===== config.mk =====
export PLATFORM = sky130hd
export DESIGN_NAME = adcseq_top
export DESIGN_NICKNAME = d
export VERILOG_FILES = /design/src/logic/adcseq_top.v /design/src/logic/adcseq_prescaler.v
export VERILOG_INCLUDE_DIRS = /design/src /design/src/pkg
export SDC_FILE = /design/constraint.sdc
export NUM_CORES = 1
export LEC_CHECK = 0
export BUFFER_PORTS_ARGS = -buffer_cell sky130_fd_sc_hd__clkbuf_2
export CAP_MARGIN = 20
export CELL_PAD_IN_SITES_DETAIL_PLACEMENT = 0
export CELL_PAD_IN_SITES_GLOBAL_PLACEMENT = 2
export CORE_MARGIN = 8
export CORE_UTILIZATION = 33
export DETAILED_ROUTE_END_ITERATION = 8
export MAX_ROUTING_LAYER = met4
export PLACE_DENSITY = 0.85
export SLEW_MARGIN = 10
export SYNTH_ARGS = -nofsm -noshare
export SYNTH_HDL_FRONTEND = slang
export SYNTH_SLANG_ARGS = --single-unit

===== constraint.sdc =====
create_clock -name CLK -period 2.45 [get_ports CLK]
set_input_delay 0.1225 -clock CLK [delete_from_list [all_inputs] [get_ports CLK]]
set_output_delay 0.1225 -clock CLK [all_outputs]
set_load 0.02 [all_outputs]

===== src/pkg/adcseq_regs.vh =====
// Purpose: Register offsets, field positions and timing counts of the
//          converter sequencer.
// Assumes: AXI4-Lite, 32-bit data, one aligned word per register.
// Notes:   Definitions only.
`ifndef ADCSEQ_REGS_VH
`define ADCSEQ_REGS_VH

`define ADCSEQ_OFF_CTRL     4'h0
`define ADCSEQ_OFF_STATUS   4'h4
`define ADCSEQ_OFF_MASK     4'h8
`define ADCSEQ_OFF_DATA     4'hc

`define ADCSEQ_CTRL_DIV_LSB 0
`define ADCSEQ_CTRL_DIV_MSB 2
`define ADCSEQ_CTRL_ATE     3
`define ADCSEQ_CTRL_TSRC_LSB 4
`define ADCSEQ_CTRL_TSRC_MSB 5
`define ADCSEQ_CTRL_DIFF    6
`define ADCSEQ_CTRL_START   7
`define ADCSEQ_CTRL_EN      8

`define ADCSEQ_TSRC_FREE    2'h0
`define ADCSEQ_TSRC_PIN     2'h1

`define ADCSEQ_ST_DONE      0

`define ADCSEQ_CYC_NORMAL   5'h0d
`define ADCSEQ_CYC_FIRST    5'h19
// Outside triggered conversions, sample-hold counts name the converter
// cycle, counted from one at the start edge, whose falling edge samples:
// 1.5 is cycle 2, 13.5 cycle 14.
`define ADCSEQ_SH_NORMAL    5'h02
`define ADCSEQ_SH_FIRST     5'h0e
`define ADCSEQ_SH_TRIG      5'h02

`define ADCSEQ_RESP_OKAY    2'h0
`define ADCSEQ_RESP_SLVERR  2'h2

`endif


===== src/logic/adcseq_top.v =====
// Purpose: Conversion sequencer of a successive-approximation converter.
// Assumes: CLK at 50 MHz; AXI4-Lite slave; converter core result on pins.
// Notes:   All top outputs come straight from flip-flops.
//
// The AXI4-Lite register port and the address map are this design's own decisions.
`timescale 1ns/100ps
`include "adcseq_regs.vh"

// How it works
// - Converter clock derived from CPU clock by prescaler.
// - Prescaler runs while enabled, reset when disabled.
// - Single start waits for next converter clock edge.
// - Normal conversion lasts 13 converter clocks.
// - First conversion after enable lasts 25 clocks.
// - Sample-hold at 1.5 normal, 13.5 first.
// - Result written and done flag set together.
// - Start bit clears with result; rewrite relaunches.
// - Trigger event resets the prescaler.
// - Triggered sample-hold two clocks after trigger edge, except in 25-clock conversions (rising edge of cycle 14).
// - Trigger synchronisation adds three CPU clocks.
// - Triggered differential conversions always take 25 clocks.
// - Free running restarts at once, start stays high.
// - Start bit reads one during any conversion.
// - Free running ignores whether done flag cleared.
module adcseq_top #(
  parameter RW = 10
) (
  input  wire          CLK,
  input  wire          RST,
  input  wire [3:0]    S_AXI_AWADDR,
  input  wire          S_AXI_AWVALID,
  output reg           S_AXI_AWREADY,
  input  wire [31:0]   S_AXI_WDATA,
  input  wire [3:0]    S_AXI_WSTRB,
  input  wire          S_AXI_WVALID,
  output reg           S_AXI_WREADY,
  output reg  [1:0]    S_AXI_BRESP,
  output reg           S_AXI_BVALID,
  input  wire          S_AXI_BREADY,
  input  wire [3:0]    S_AXI_ARADDR,
  input  wire          S_AXI_ARVALID,
  output reg           S_AXI_ARREADY,
  output reg  [31:0]   S_AXI_RDATA,
  output reg  [1:0]    S_AXI_RRESP,
  output reg           S_AXI_RVALID,
  input  wire          S_AXI_RREADY,
  input  wire          TRIGGER_IN,
  input  wire [RW-1:0] CORE_RESULT,
  output reg           SAMPLE_HOLD,
  output reg           CONV_ACTIVE,
  output reg           IRQ
);

  localparam ST_IDLE = 2'd0;
  localparam ST_WAIT = 2'd1;
  localparam ST_CONV = 2'd2;

  // Control, status, mask and data register fields.
  reg [2:0]    div_q;
  reg          ate_q;
  reg [1:0]    tsrc_q;
  reg          diff_q;
  reg          start_q;
  reg          en_q;
  reg          done_q;
  reg          mask_q;
  reg [RW-1:0] data_q;

  reg [1:0]    state_q;
  reg [4:0]    cyc_q;
  reg [4:0]    len_q;
  reg [4:0]    sh_q;
  reg          first_q;
  reg          trig_start_q;

  // Trigger pin synchroniser and edge detect.
  reg          trg_s1_q;
  reg          trg_s2_q;
  reg          trg_s3_q;

  // Bus write side latches.
  reg          aw_got_q;
  reg          w_got_q;
  reg [3:0]    aw_addr_q;
  reg [31:0]   w_data_q;
  reg [3:0]    w_strb_q;

  wire         ck_rise;
  wire         ck_fall;
  wire         trig_edge;
  wire         trig_evt;
  wire         wr_go;
  wire         wr_ctrl;
  wire         sw_start;
  wire         finish;

  function addr_hit;
    input [3:0] a;
    input [3:0] off;
    begin
      addr_hit = (a == off);
    end
  endfunction

  always @(posedge CLK or posedge RST) begin
    if (RST) begin
      trg_s1_q <= 1'b0;
      trg_s2_q <= 1'b0;
      trg_s3_q <= 1'b0;
    end else begin
      trg_s1_q <= TRIGGER_IN;
      trg_s2_q <= trg_s1_q;
      trg_s3_q <= trg_s2_q;
    end
  end

  // Two sync stages plus the edge stage give three CPU clocks of latency.
  assign trig_edge = trg_s2_q & ~trg_s3_q;
  assign trig_evt  = en_q && ate_q && (tsrc_q == `ADCSEQ_TSRC_PIN) &&
                     trig_edge && (state_q == ST_IDLE);

  assign wr_go   = aw_got_q && w_got_q && !S_AXI_BVALID;
  assign wr_ctrl = wr_go && addr_hit(aw_addr_q, `ADCSEQ_OFF_CTRL) &&
                   w_strb_q[0];
  // A start written together with the enable bit counts as a start.
  assign sw_start = wr_ctrl && w_data_q[`ADCSEQ_CTRL_START] &&
                    (w_strb_q[1] ? w_data_q[`ADCSEQ_CTRL_EN] : en_q);
  assign finish = (state_q == ST_CONV) && ck_rise && (cyc_q == len_q);

  adcseq_prescaler u_pre (
    .clk     (CLK),
    .rst     (RST),
    .run     (en_q),
    .restart (trig_evt),
    .div_sel (div_q),
    .rise    (ck_rise),
    .fall    (ck_fall)
  );

  // Bus slave: address and data taken in either order, response after both.
  always @(posedge CLK or posedge RST) begin
    if (RST) begin
      S_AXI_AWREADY <= 1'b0;
      S_AXI_WREADY  <= 1'b0;
      S_AXI_BVALID  <= 1'b0;
      S_AXI_BRESP   <= `ADCSEQ_RESP_OKAY;
      aw_got_q      <= 1'b0;
      w_got_q       <= 1'b0;
      aw_addr_q     <= 4'h0;
      w_data_q      <= 32'h0;
      w_strb_q      <= 4'h0;
    end else begin
      S_AXI_AWREADY <= !aw_got_q && !S_AXI_AWREADY && !S_AXI_BVALID;
      S_AXI_WREADY  <= !w_got_q && !S_AXI_WREADY && !S_AXI_BVALID;
      if (S_AXI_AWVALID && S_AXI_AWREADY) begin
        aw_got_q  <= 1'b1;
        aw_addr_q <= S_AXI_AWADDR;
        S_AXI_AWREADY <= 1'b0;
      end
      if (S_AXI_WVALID && S_AXI_WREADY) begin
        w_got_q  <= 1'b1;
        w_data_q <= S_AXI_WDATA;
        w_strb_q <= S_AXI_WSTRB;
        S_AXI_WREADY <= 1'b0;
      end
      if (wr_go) begin
        aw_got_q     <= 1'b0;
        w_got_q      <= 1'b0;
        S_AXI_BVALID <= 1'b1;
        S_AXI_BRESP  <= (aw_addr_q[1:0] != 2'b00 ||
                         aw_addr_q == `ADCSEQ_OFF_DATA) ?
                        `ADCSEQ_RESP_SLVERR : `ADCSEQ_RESP_OKAY;
      end else if (S_AXI_BVALID && S_AXI_BREADY) begin
        S_AXI_BVALID <= 1'b0;
      end
    end
  end

  always @(posedge CLK or posedge RST) begin
    if (RST) begin
      S_AXI_ARREADY <= 1'b0;
      S_AXI_RVALID  <= 1'b0;
      S_AXI_RDATA   <= 32'h0;
      S_AXI_RRESP   <= `ADCSEQ_RESP_OKAY;
    end else begin
      S_AXI_ARREADY <= !S_AXI_ARREADY && !S_AXI_RVALID;
      if (S_AXI_ARVALID && S_AXI_ARREADY) begin
        S_AXI_ARREADY <= 1'b0;
        S_AXI_RVALID  <= 1'b1;
        S_AXI_RRESP   <= `ADCSEQ_RESP_OKAY;
        S_AXI_RDATA   <= 32'h0;
        case (S_AXI_ARADDR)
          `ADCSEQ_OFF_CTRL: begin
            // Start reads one for any conversion in flight.
            S_AXI_RDATA[8:0] <= {en_q, start_q || state_q != ST_IDLE,
                                 diff_q, tsrc_q, ate_q, div_q};
          end
          `ADCSEQ_OFF_STATUS: S_AXI_RDATA[0] <= done_q;
          `ADCSEQ_OFF_MASK:   S_AXI_RDATA[0] <= mask_q;
          `ADCSEQ_OFF_DATA:   S_AXI_RDATA[RW-1:0] <= data_q;
          default:            S_AXI_RRESP <= `ADCSEQ_RESP_SLVERR;
        endcase
      end else if (S_AXI_RVALID && S_AXI_RREADY) begin
        S_AXI_RVALID <= 1'b0;
      end
    end
  end

  // Control, mask and done flag registers.
  always @(posedge CLK or posedge RST) begin
    if (RST) begin
      div_q  <= 3'd0;
      ate_q  <= 1'b0;
      tsrc_q <= 2'd0;
      diff_q <= 1'b0;
      en_q   <= 1'b0;
      mask_q <= 1'b0;
      done_q <= 1'b0;
    end else begin
      if (wr_ctrl) begin
        div_q  <= w_data_q[`ADCSEQ_CTRL_DIV_MSB:`ADCSEQ_CTRL_DIV_LSB];
        ate_q  <= w_data_q[`ADCSEQ_CTRL_ATE];
        tsrc_q <= w_data_q[`ADCSEQ_CTRL_TSRC_MSB:`ADCSEQ_CTRL_TSRC_LSB];
        diff_q <= w_data_q[`ADCSEQ_CTRL_DIFF];
      end
      if (wr_go && addr_hit(aw_addr_q, `ADCSEQ_OFF_CTRL) && w_strb_q[1])
        en_q <= w_data_q[`ADCSEQ_CTRL_EN];
      if (wr_go && addr_hit(aw_addr_q, `ADCSEQ_OFF_MASK) && w_strb_q[0])
        mask_q <= w_data_q[0];
      // A completion in the clearing cycle wins over the clear.
      if (finish)
        done_q <= 1'b1;
      else if (wr_go && addr_hit(aw_addr_q, `ADCSEQ_OFF_STATUS) &&
               w_strb_q[0] && w_data_q[`ADCSEQ_ST_DONE])
        done_q <= 1'b0;
    end
  end

  // Conversion sequencer, counting converter clock rising edges.
  always @(posedge CLK or posedge RST) begin
    if (RST) begin
      state_q      <= ST_IDLE;
      start_q      <= 1'b0;
      cyc_q        <= 5'd0;
      len_q        <= `ADCSEQ_CYC_NORMAL;
      sh_q         <= `ADCSEQ_SH_NORMAL;
      first_q      <= 1'b1;
      trig_start_q <= 1'b0;
      data_q       <= {RW{1'b0}};
      SAMPLE_HOLD  <= 1'b0;
      CONV_ACTIVE  <= 1'b0;
      IRQ          <= 1'b0;
    end else begin
      IRQ         <= done_q && mask_q;
      SAMPLE_HOLD <= 1'b0;
      CONV_ACTIVE <= (state_q == ST_CONV);
      if (!en_q) begin
        state_q <= ST_IDLE;
        start_q <= sw_start;
        first_q <= 1'b1;
      end else begin
        if (sw_start)
          start_q <= 1'b1;
        case (state_q)
          ST_IDLE: begin
            if (sw_start || start_q) begin
              state_q      <= ST_WAIT;
              trig_start_q <= 1'b0;
            end else if (trig_evt) begin
              state_q      <= ST_WAIT;
              trig_start_q <= 1'b1;
            end
          end
          ST_WAIT: begin
            if (ck_rise) begin
              state_q <= ST_CONV;
              cyc_q   <= 5'd1;
              if (first_q || (diff_q && ate_q &&
                  tsrc_q != `ADCSEQ_TSRC_FREE)) begin
                len_q <= `ADCSEQ_CYC_FIRST;
                sh_q  <= `ADCSEQ_SH_FIRST;
              end else begin
                len_q <= `ADCSEQ_CYC_NORMAL;
                sh_q  <= trig_start_q ? `ADCSEQ_SH_TRIG - 5'd1 :
                         `ADCSEQ_SH_NORMAL;
              end
            end
          end
          ST_CONV: begin
            // Sample-hold lands on a falling edge for the .5 timing.
            if (ck_fall && cyc_q == sh_q && !trig_start_q)
              SAMPLE_HOLD <= 1'b1;
            if (ck_rise && trig_start_q && cyc_q == sh_q)
              SAMPLE_HOLD <= 1'b1;
            if (ck_rise) begin
              if (cyc_q == len_q) begin
                data_q  <= CORE_RESULT;
                first_q <= 1'b0;
                if (ate_q && tsrc_q == `ADCSEQ_TSRC_FREE) begin
                  // Free running reloads at once, done flag state aside.
                  state_q <= ST_CONV;
                  cyc_q   <= 5'd1;
                  start_q <= 1'b1;
                  len_q   <= `ADCSEQ_CYC_NORMAL;
                  sh_q    <= `ADCSEQ_SH_NORMAL;
                end else begin
                  state_q <= ST_IDLE;
                  start_q <= 1'b0;
                  if (diff_q && ate_q)
                    first_q <= 1'b1;
                end
              end else begin
                cyc_q <= cyc_q + 5'd1;
              end
            end
          end
          default: state_q <= ST_IDLE;
        endcase
      end
    end
  end

endmodule


===== src/logic/adcseq_prescaler.v =====
// Purpose: Power-of-two prescaler giving converter clock edge pulses.
// Assumes: One system clock; the enables are same-domain levels.
// Notes:   Rise and fall pulses mark the converter clock's two edges.
`timescale 1ns/100ps

module adcseq_prescaler #(
  parameter CW = 7
) (
  input  wire         clk,
  input  wire         rst,
  input  wire         run,
  input  wire         restart,
  input  wire [2:0]   div_sel,
  output reg          rise,
  output reg          fall
);

  reg [CW-1:0] cnt_q;
  wire [CW-1:0] half;
  wire [CW-1:0] top;

  // Setting 0 and 1 both divide by two; n otherwise divides by 2**n.
  assign top  = (div_sel < 3'd2) ? {{(CW-1){1'b0}}, 1'b1} :
                ({{(CW-1){1'b0}}, 1'b1} << div_sel) - {{(CW-1){1'b0}}, 1'b1};
  assign half = top >> 1;

  always @(posedge clk or posedge rst) begin
    if (rst) begin
      cnt_q <= {CW{1'b0}};
      rise  <= 1'b0;
      fall  <= 1'b0;
    end else if (!run || restart) begin
      cnt_q <= {CW{1'b0}};
      rise  <= 1'b0;
      fall  <= 1'b0;
    end else begin
      // A shrinking ratio takes effect without stalling the count.
      cnt_q <= (cnt_q >= top) ? {CW{1'b0}} : cnt_q + 1'b1;
      rise  <= (cnt_q >= top);
      fall  <= (cnt_q == half);
    end
  end

endmodule


==> qor.txt, run 1 <==
share of cells above drive strength 1 = 0.284
Antenna Nets Post-Route = 0
IR drop worst, VDD = 0.506 mV
Switching Share = 0.304
total track usage = 0.119
worst min path class = input pin to register
syn_area_per_cell = 11.0 sq um
antenna cells = 0
final wirelength = 9040 um
Die ar. = 16500 sq um
ys flop type = dfrtp_1
DPL Wire Length = 6880 um
starting density of the core = 0.335
Final setup viols = 0
placed cell area = 4570 sq um
Initial DRT Pass Iterations = 4
layout net count = 521
combinational power share = 0.212
CTS Buf Count = 9
Mapped Area = 4170 sq um
Int Pwr = 2830 uW
clock share of power = 0.328
Sequential Area = 2080 sq um
register share of total power = 0.460
Final Cell Area = 4910 sq um
Switch Pwr = 1240 uW
footprint of the multi-input gates = 1860 sq um
Rows = 41
input/output buffers = 56
leakage power = 0.00225 uW
Routability Congestion = 0.822
Std-Cell Core Area = 12500 sq um
clock sinks = 83
top cells by area, synth = dfrtp_1, mux2_2, buf_4
Yosys cell types = 62
Max Slew Vio Count = 0
FMAX = 472 MHz
drt initial violations = 131
TritonCTS clock tree = built
CP arrival = 2330 ps
post-synthesis sequential area ratio = 0.499
initial antenna violation count = 0
critical path class = register to register
setup bufs post-CTS = 0
# IOs = 106
global route overflow = 0
Clk pin slew, worst setup/hold paths = 60 ps
flops & latches, synth = 83
commonest cells in the netlist = dfrtp_1, mux2_2, nand2_1, buf_4, nor3_1
vias in the first global route = 3167
worst slew pin tran = 954 ps
RSZ-0062 raised after global routing = no
Layout fillers = 1246
CP max FO = 14
die height = 128 um
synthesized instance count = 379
CP Launch Type = register
Max-Slew Margin vs Limit = 0.361
via density per instance = 4.71
worst-skew pair later-pin latency = 330 ps
Hold Crit Depth = 2
Crit. End Element = register
Yosys top cell by area = dfrtp_1
R2R depth = 6
Post-synth EDFFs = 0
run status = finished, final reports clean
Pwr Density = 829 nW/um^2
number of H-tree levels = 3
CP required = 2660 ps
final setup TNS = 0 ps
largest net degree at the start of global routing = 53
maximum clock path buffer count = 2
DR WL/cell = 14.5 um
Async SR Flop Fraction = 1.00
maxcap violations = 0
global-route wire length before repair = 15400 um
root buffer cell = clkbuf_16
Period minus WS final = 2120 ps
Area Growth Syn to Fin = 17.7%
most common cell in the netlist = dfrtp_1
final worst path period share = 0.865
drt drc = 0
Ys Warns = 0
Yosys top cell area share = 0.480
Fin. Hold Viols = 0
Die Span X = 128 um
clock skew = 7.15 ps
total number of vias = 2927
cells in the final DEF (no fill, tap or decap), types with 3 or more instances in the layout:
master / instances
nor2b_1: 3
xnor2_1: 7
and2_1: 3
xor2_1: 4
ha_1: 14
nor3_1: 18
a21oi_1: 10
a22oi_1: 8
nand3_1: 13
clkbuf_16: 9
o22ai_1: 3
nand2_1: 31
nor2_1: 14
o21ai_0: 16
dfstp_2: 3
mux2_2: 36
o22a_1: 3
and3_1: 3
mux2i_1: 4
dfrtp_1: 80
o211ai_1: 5
inv_1: 15
buf_4: 8
dlygate4sd3_1: 4
nand2b_1: 3
conb_1: 25
clkbuf_2: 56
cell families after synthesis:
family / count (synthesis) / synth area share
buf+inv: 53 / 0.0783
mux: 41 / 0.110
simple gates: 108 / 0.133
compound gates: 66 / 0.109
other cells: 2 / 0.00180
xor+xnor: 12 / 0.0270
flops: 83 / 0.499
fa+ha+maj: 14 / 0.0420
per-stage QoR:
stage | hold WS, ps | utilization | total power, uW | std cells | setup slack, ps
6_report | 20.4 | 0.394 | 4070 | 622 | 331
3_3_place_gp | 179 | 0.367 | 2730 | 602 | 121
2_1_floorplan | 154 | - | 2480 | 402 | 196
5_1_grt | 15.0 | 0.394 | 4300 | 622 | 108
3_5_place_dp | 179 | 0.367 | 2760 | 602 | 55.7
4_1_cts | 9.65 | 0.394 | 4110 | 622 | 43.6
area by class of cell:
cell class | instances | area share
inverters | 16 | 0.0125
repair buffers | 69 | 0.0815
flip-flops and latches | 83 | 0.424
clock buffers | 12 | 0.0502
clock inverters | 4 | 0.0102
well taps | 172 | 0.0438
multi-input cells | 266 | 0.378
sequential cells by signal (all words and copies together) (netlist names), 2 cells and up:
register,flops
w_strb_q,2
aw_addr_q,4
sh_q,3
cyc_q,5
state_q,2
S_AXI_RDATA,10
div_q,3
w_data_q,9
u_pre.cnt_q,7
data_q,10
tsrc_q,2
what timing repair did:
action,in CTS,in global routing
hold buffers,4,0
hold endpoints to repair,32,0
resized for setup,0,1
setup endpoints to repair,0,8
power groups by stage:
stage | clock (uW) | combinational (uW) | sequential (uW)
3_3_place_gp | 0 | 839 | 1890
5_1_grt | 1410 | 968 | 1920
2_1_floorplan | 0 | 605 | 1880
3_5_place_dp | 0 | 860 | 1900
4_1_cts | 1370 | 869 | 1870
6_report | 1330 | 863 | 1870
worst paths after layout:
path	slack [ps]	end	start
setup / recovery	330	cyc_q[2]	state_q[0]
hold / removal	20	data_q[0]	CORE_RESULT[0]
setup reg to reg	330	cyc_q[2]	state_q[0]
hold reg to reg	370	trg_s2_q	trg_s1_q
max in group asynchronous	1380	first_q	RST
min in group asynchronous	360	w_data_q[2]	RST
per-layer routing:
| layer | share of wire | global-route usage | wire length [um] |
|---|---|---|---|
| met5 | 0 | - | 0 |
| met4 | 0.019 | 0.0490 | 176 |
| met3 | 0.047 | 0.0261 | 422 |
| met2 | 0.46 | 0.180 | 4170 |
| met1 | 0.47 | 0.153 | 4260 |
worst max-delay path, cell delays in order, from the launching register on:
cell	delay (ps)
dfrtp_1	390
inv_1	130
ha_1	180
nor2_1	60
o211ai_1	750
nor3_1	120
a311o_1	360
Note: power is estimated with default switching activity, not from simulation.
==> inputs of run 2 (changes only) <==
--- a/config.mk
+++ b/config.mk
@@ -13,7 +13,6 @@
 export CORE_MARGIN = 8
 export CORE_UTILIZATION = 33
 export DETAILED_ROUTE_END_ITERATION = 8
-export MAX_ROUTING_LAYER = met4
 export PLACE_DENSITY = 0.85
 export SLEW_MARGIN = 10
 export SYNTH_ARGS = -nofsm -noshare
==> constraint.sdc (replaced) <==
create_clock -name CLK -period 2.45 [get_ports CLK]
set_input_delay 0.245 -clock CLK [delete_from_list [all_inputs] [get_ports CLK]]
set_output_delay 0.245 -clock CLK [all_outputs]
set_load 0.02 [all_outputs]
==> run 2 against run 1 <==
Non-clock buffer count fell by 2. Clock skew hardly changed. Routed wire length grew 0.13%. Sequential power about the same. Sequential share of layout area is 0.46 points higher. Global-route usage down 0.70 points. Design area down 1.1%. Final cell count is 0.32% lower. First-iteration DRC count up 29%. Critical path depth grew 2. Clock power shrank 8%. Via count increased by 0.41%. Critical endpoint is now u_pre.rise. Highest routed layer unchanged.
==> qor.txt, run 2 (synthesis results as in run 1) <==
run status = finished, final reports clean
via density per instance = 4.74 (+0.73%)
share of cells above drive strength 1 = 0.283 (-0.000962)
total track usage = 0.112 (-0.00699)
DPL Wire Length = 6850 um (-0.43%)
Final setup viols = 0 (unchanged)
Antenna Nets Post-Route = 0 (unchanged)
number of H-tree levels = 3 (unchanged)
FMAX = 471 MHz (-0.22%)
Regs by FF count = S_AXI_RDATA (10), data_q (10), w_data_q (9)
Max Slew Vio Count = 0 (unchanged)
CP arrival = 2380 ps (+50 ps)
final worst path period share = 0.867 (+0.00191)
starting density of the core = 0.335 (unchanged)
# IOs = 106 (unchanged)
maximum clock path buffer count = 2 (unchanged)
IR drop worst, VDD = 0.347 mV (-32%)
worst-skew pair later-pin latency = 330 ps (about the same)
DR WL/cell = 14.6 um (+0.46%)
leakage power = 0.00223 uW (-0.90%)
Die ar. = 16500 sq um (unchanged)
Pwr Density = 816 nW/um^2 (-1.5%)
final wirelength = 9050 um (+0.13%)
input/output buffers = 56 (unchanged)
drt initial violations = 169 (+29%)
Final Cell Area = 4860 sq um (-1.1%)
critical path class = register to register
largest net degree at the start of global routing = 56 (+5.7%)
Design Power = 3970 uW (-2.6%)
CP max FO = 9 (-5)
worst min path class = input pin to register
Final Util = 0.390 (-0.00422)
Crit. End Element = register
global-route wire length before repair = 14900 um (-3.3%)
CP required = 2710 ps (+50 ps)
Initial DRT Pass Iterations = 4 (unchanged)
Rows = 41 (unchanged)
vias in the first global route = 3052 (-3.6%)
Fin. Hold Viols = 0 (unchanged)
clock sinks = 83 (unchanged)
TritonCTS clock tree = built
Std-Cell Core Area = 12500 sq um (unchanged)
CTS Buf Count = 9 (unchanged)
RSZ-0062 raised after global routing = no
Routability Congestion = 0.802 (-2.4%)
worst slew pin tran = 832 ps (-122 ps)
CP Launch Type = register
placed cell area = 4580 sq um (+0.16%)
die height = 128 um (unchanged)
root buffer cell = clkbuf_16
commonest non-fill, non-tap cell in the layout = dfrtp_1
maxcap violations = 0 (unchanged)
clock skew = 7.10 ps (-0.0513 ps)
Clk pin slew, worst setup/hold paths = 60 ps (about the same)
layout net count = 519 (-0.38%)
Die Span X = 128 um (unchanged)
final setup TNS = 0 ps (unchanged)
initial antenna violation count = 0 (unchanged)
Max-Slew Margin vs Limit = 0.441 (+0.0794)
Period minus WS final = 2120 ps (+4.69 ps)
antenna cells = 0 (unchanged)
most frequent cells in the layout = dfrtp_1, clkbuf_2, mux2_2
global route overflow = 0 (unchanged)
drt drc = 0 (unchanged)
total number of vias = 2939 (+0.41%)
Area Growth Syn to Fin = 16.4%
setup bufs post-CTS = 0 (unchanged)
==> run 2: power breakdown <==
| part | switching (uW) | leakage (uW) | total, uW | internal (uW) |
|---|---|---|---|---|
| logic | 478 | 0.00102 | 862 | 384 |
| clock network | 517 | 0.000127 | 1230 | 714 |
| registers | 242 | 0.00108 | 1870 | 1630 |
| total | 1240 | 0.00223 | 3970 | 2730 |
==> run 2: repair_timing <==
item | CTS | global route
hold buffers | 1 | 0
gates resized for setup | 0 | 1
hold endpoints to repair | 28 | 0
endpoints found under the setup margin | 0 | 8
==> run 2: worst paths after layout <==
path	from	endpoint	slack, ps	cells past startpoint
max in group asynchronous	RST	sh_q[1]	1280	4
setup reg to reg	div_q[1]	u_pre.rise	330	8
hold reg to reg	trg_s1_q	trg_s2_q	350	0
setup / recovery	div_q[1]	u_pre.rise	330	8
min in group asynchronous	RST	trg_s1_q	460	3
hold / removal	TRIGGER_IN	trg_s1_q	20	1
==> run 2: layout make-up <==
| class | instances | area, sq um |
|---|---|---|
| Timing Repair Buffer | 67 | 378 |
| Sequential cell | 83 | 2080 |
| Multi-Input combinational cell | 266 | 1860 |
| Tap cell | 172 | 215 |
| Inverter | 16 | 61.3 |
| Clock inverter | 2 | 12.5 |
| Fill cell | 1260 | 7610 |
| Clock buffer | 14 | 254 |
==> run 2: metal layers <==
layer / wire, um / track usage / up-vias
li1: - / - / 1433
met1: 4330 / 0.148 / 1439
met5: 0 / 0 / -
met2: 4100 / 0.172 / 57
met4: 141 / 0.0455 / 0
met3: 472 / 0.0298 / 10
==> run 2: stage by stage <==
step / hold slack (ps) / worst slack (ps) / cells
floorplan: 276 / 73.2 / 402
global placement: 274 / 100 / 603
detailed placement: 277 / 60.4 / 603
CTS: 9.51 / 40.0 / 620
finish: 17.3 / 326 / 620
global route: 15.3 / 113 / 620
==> run 2: critical path, cell delays in order, from the launching register on <==
cell	delay, ps
dfrtp_1	470
nor2_1	210
inv_1	70
ha_1	220
inv_1	60
ha_1	160
a2111oi_0	80
o31ai_2	580
nor2b_1	200
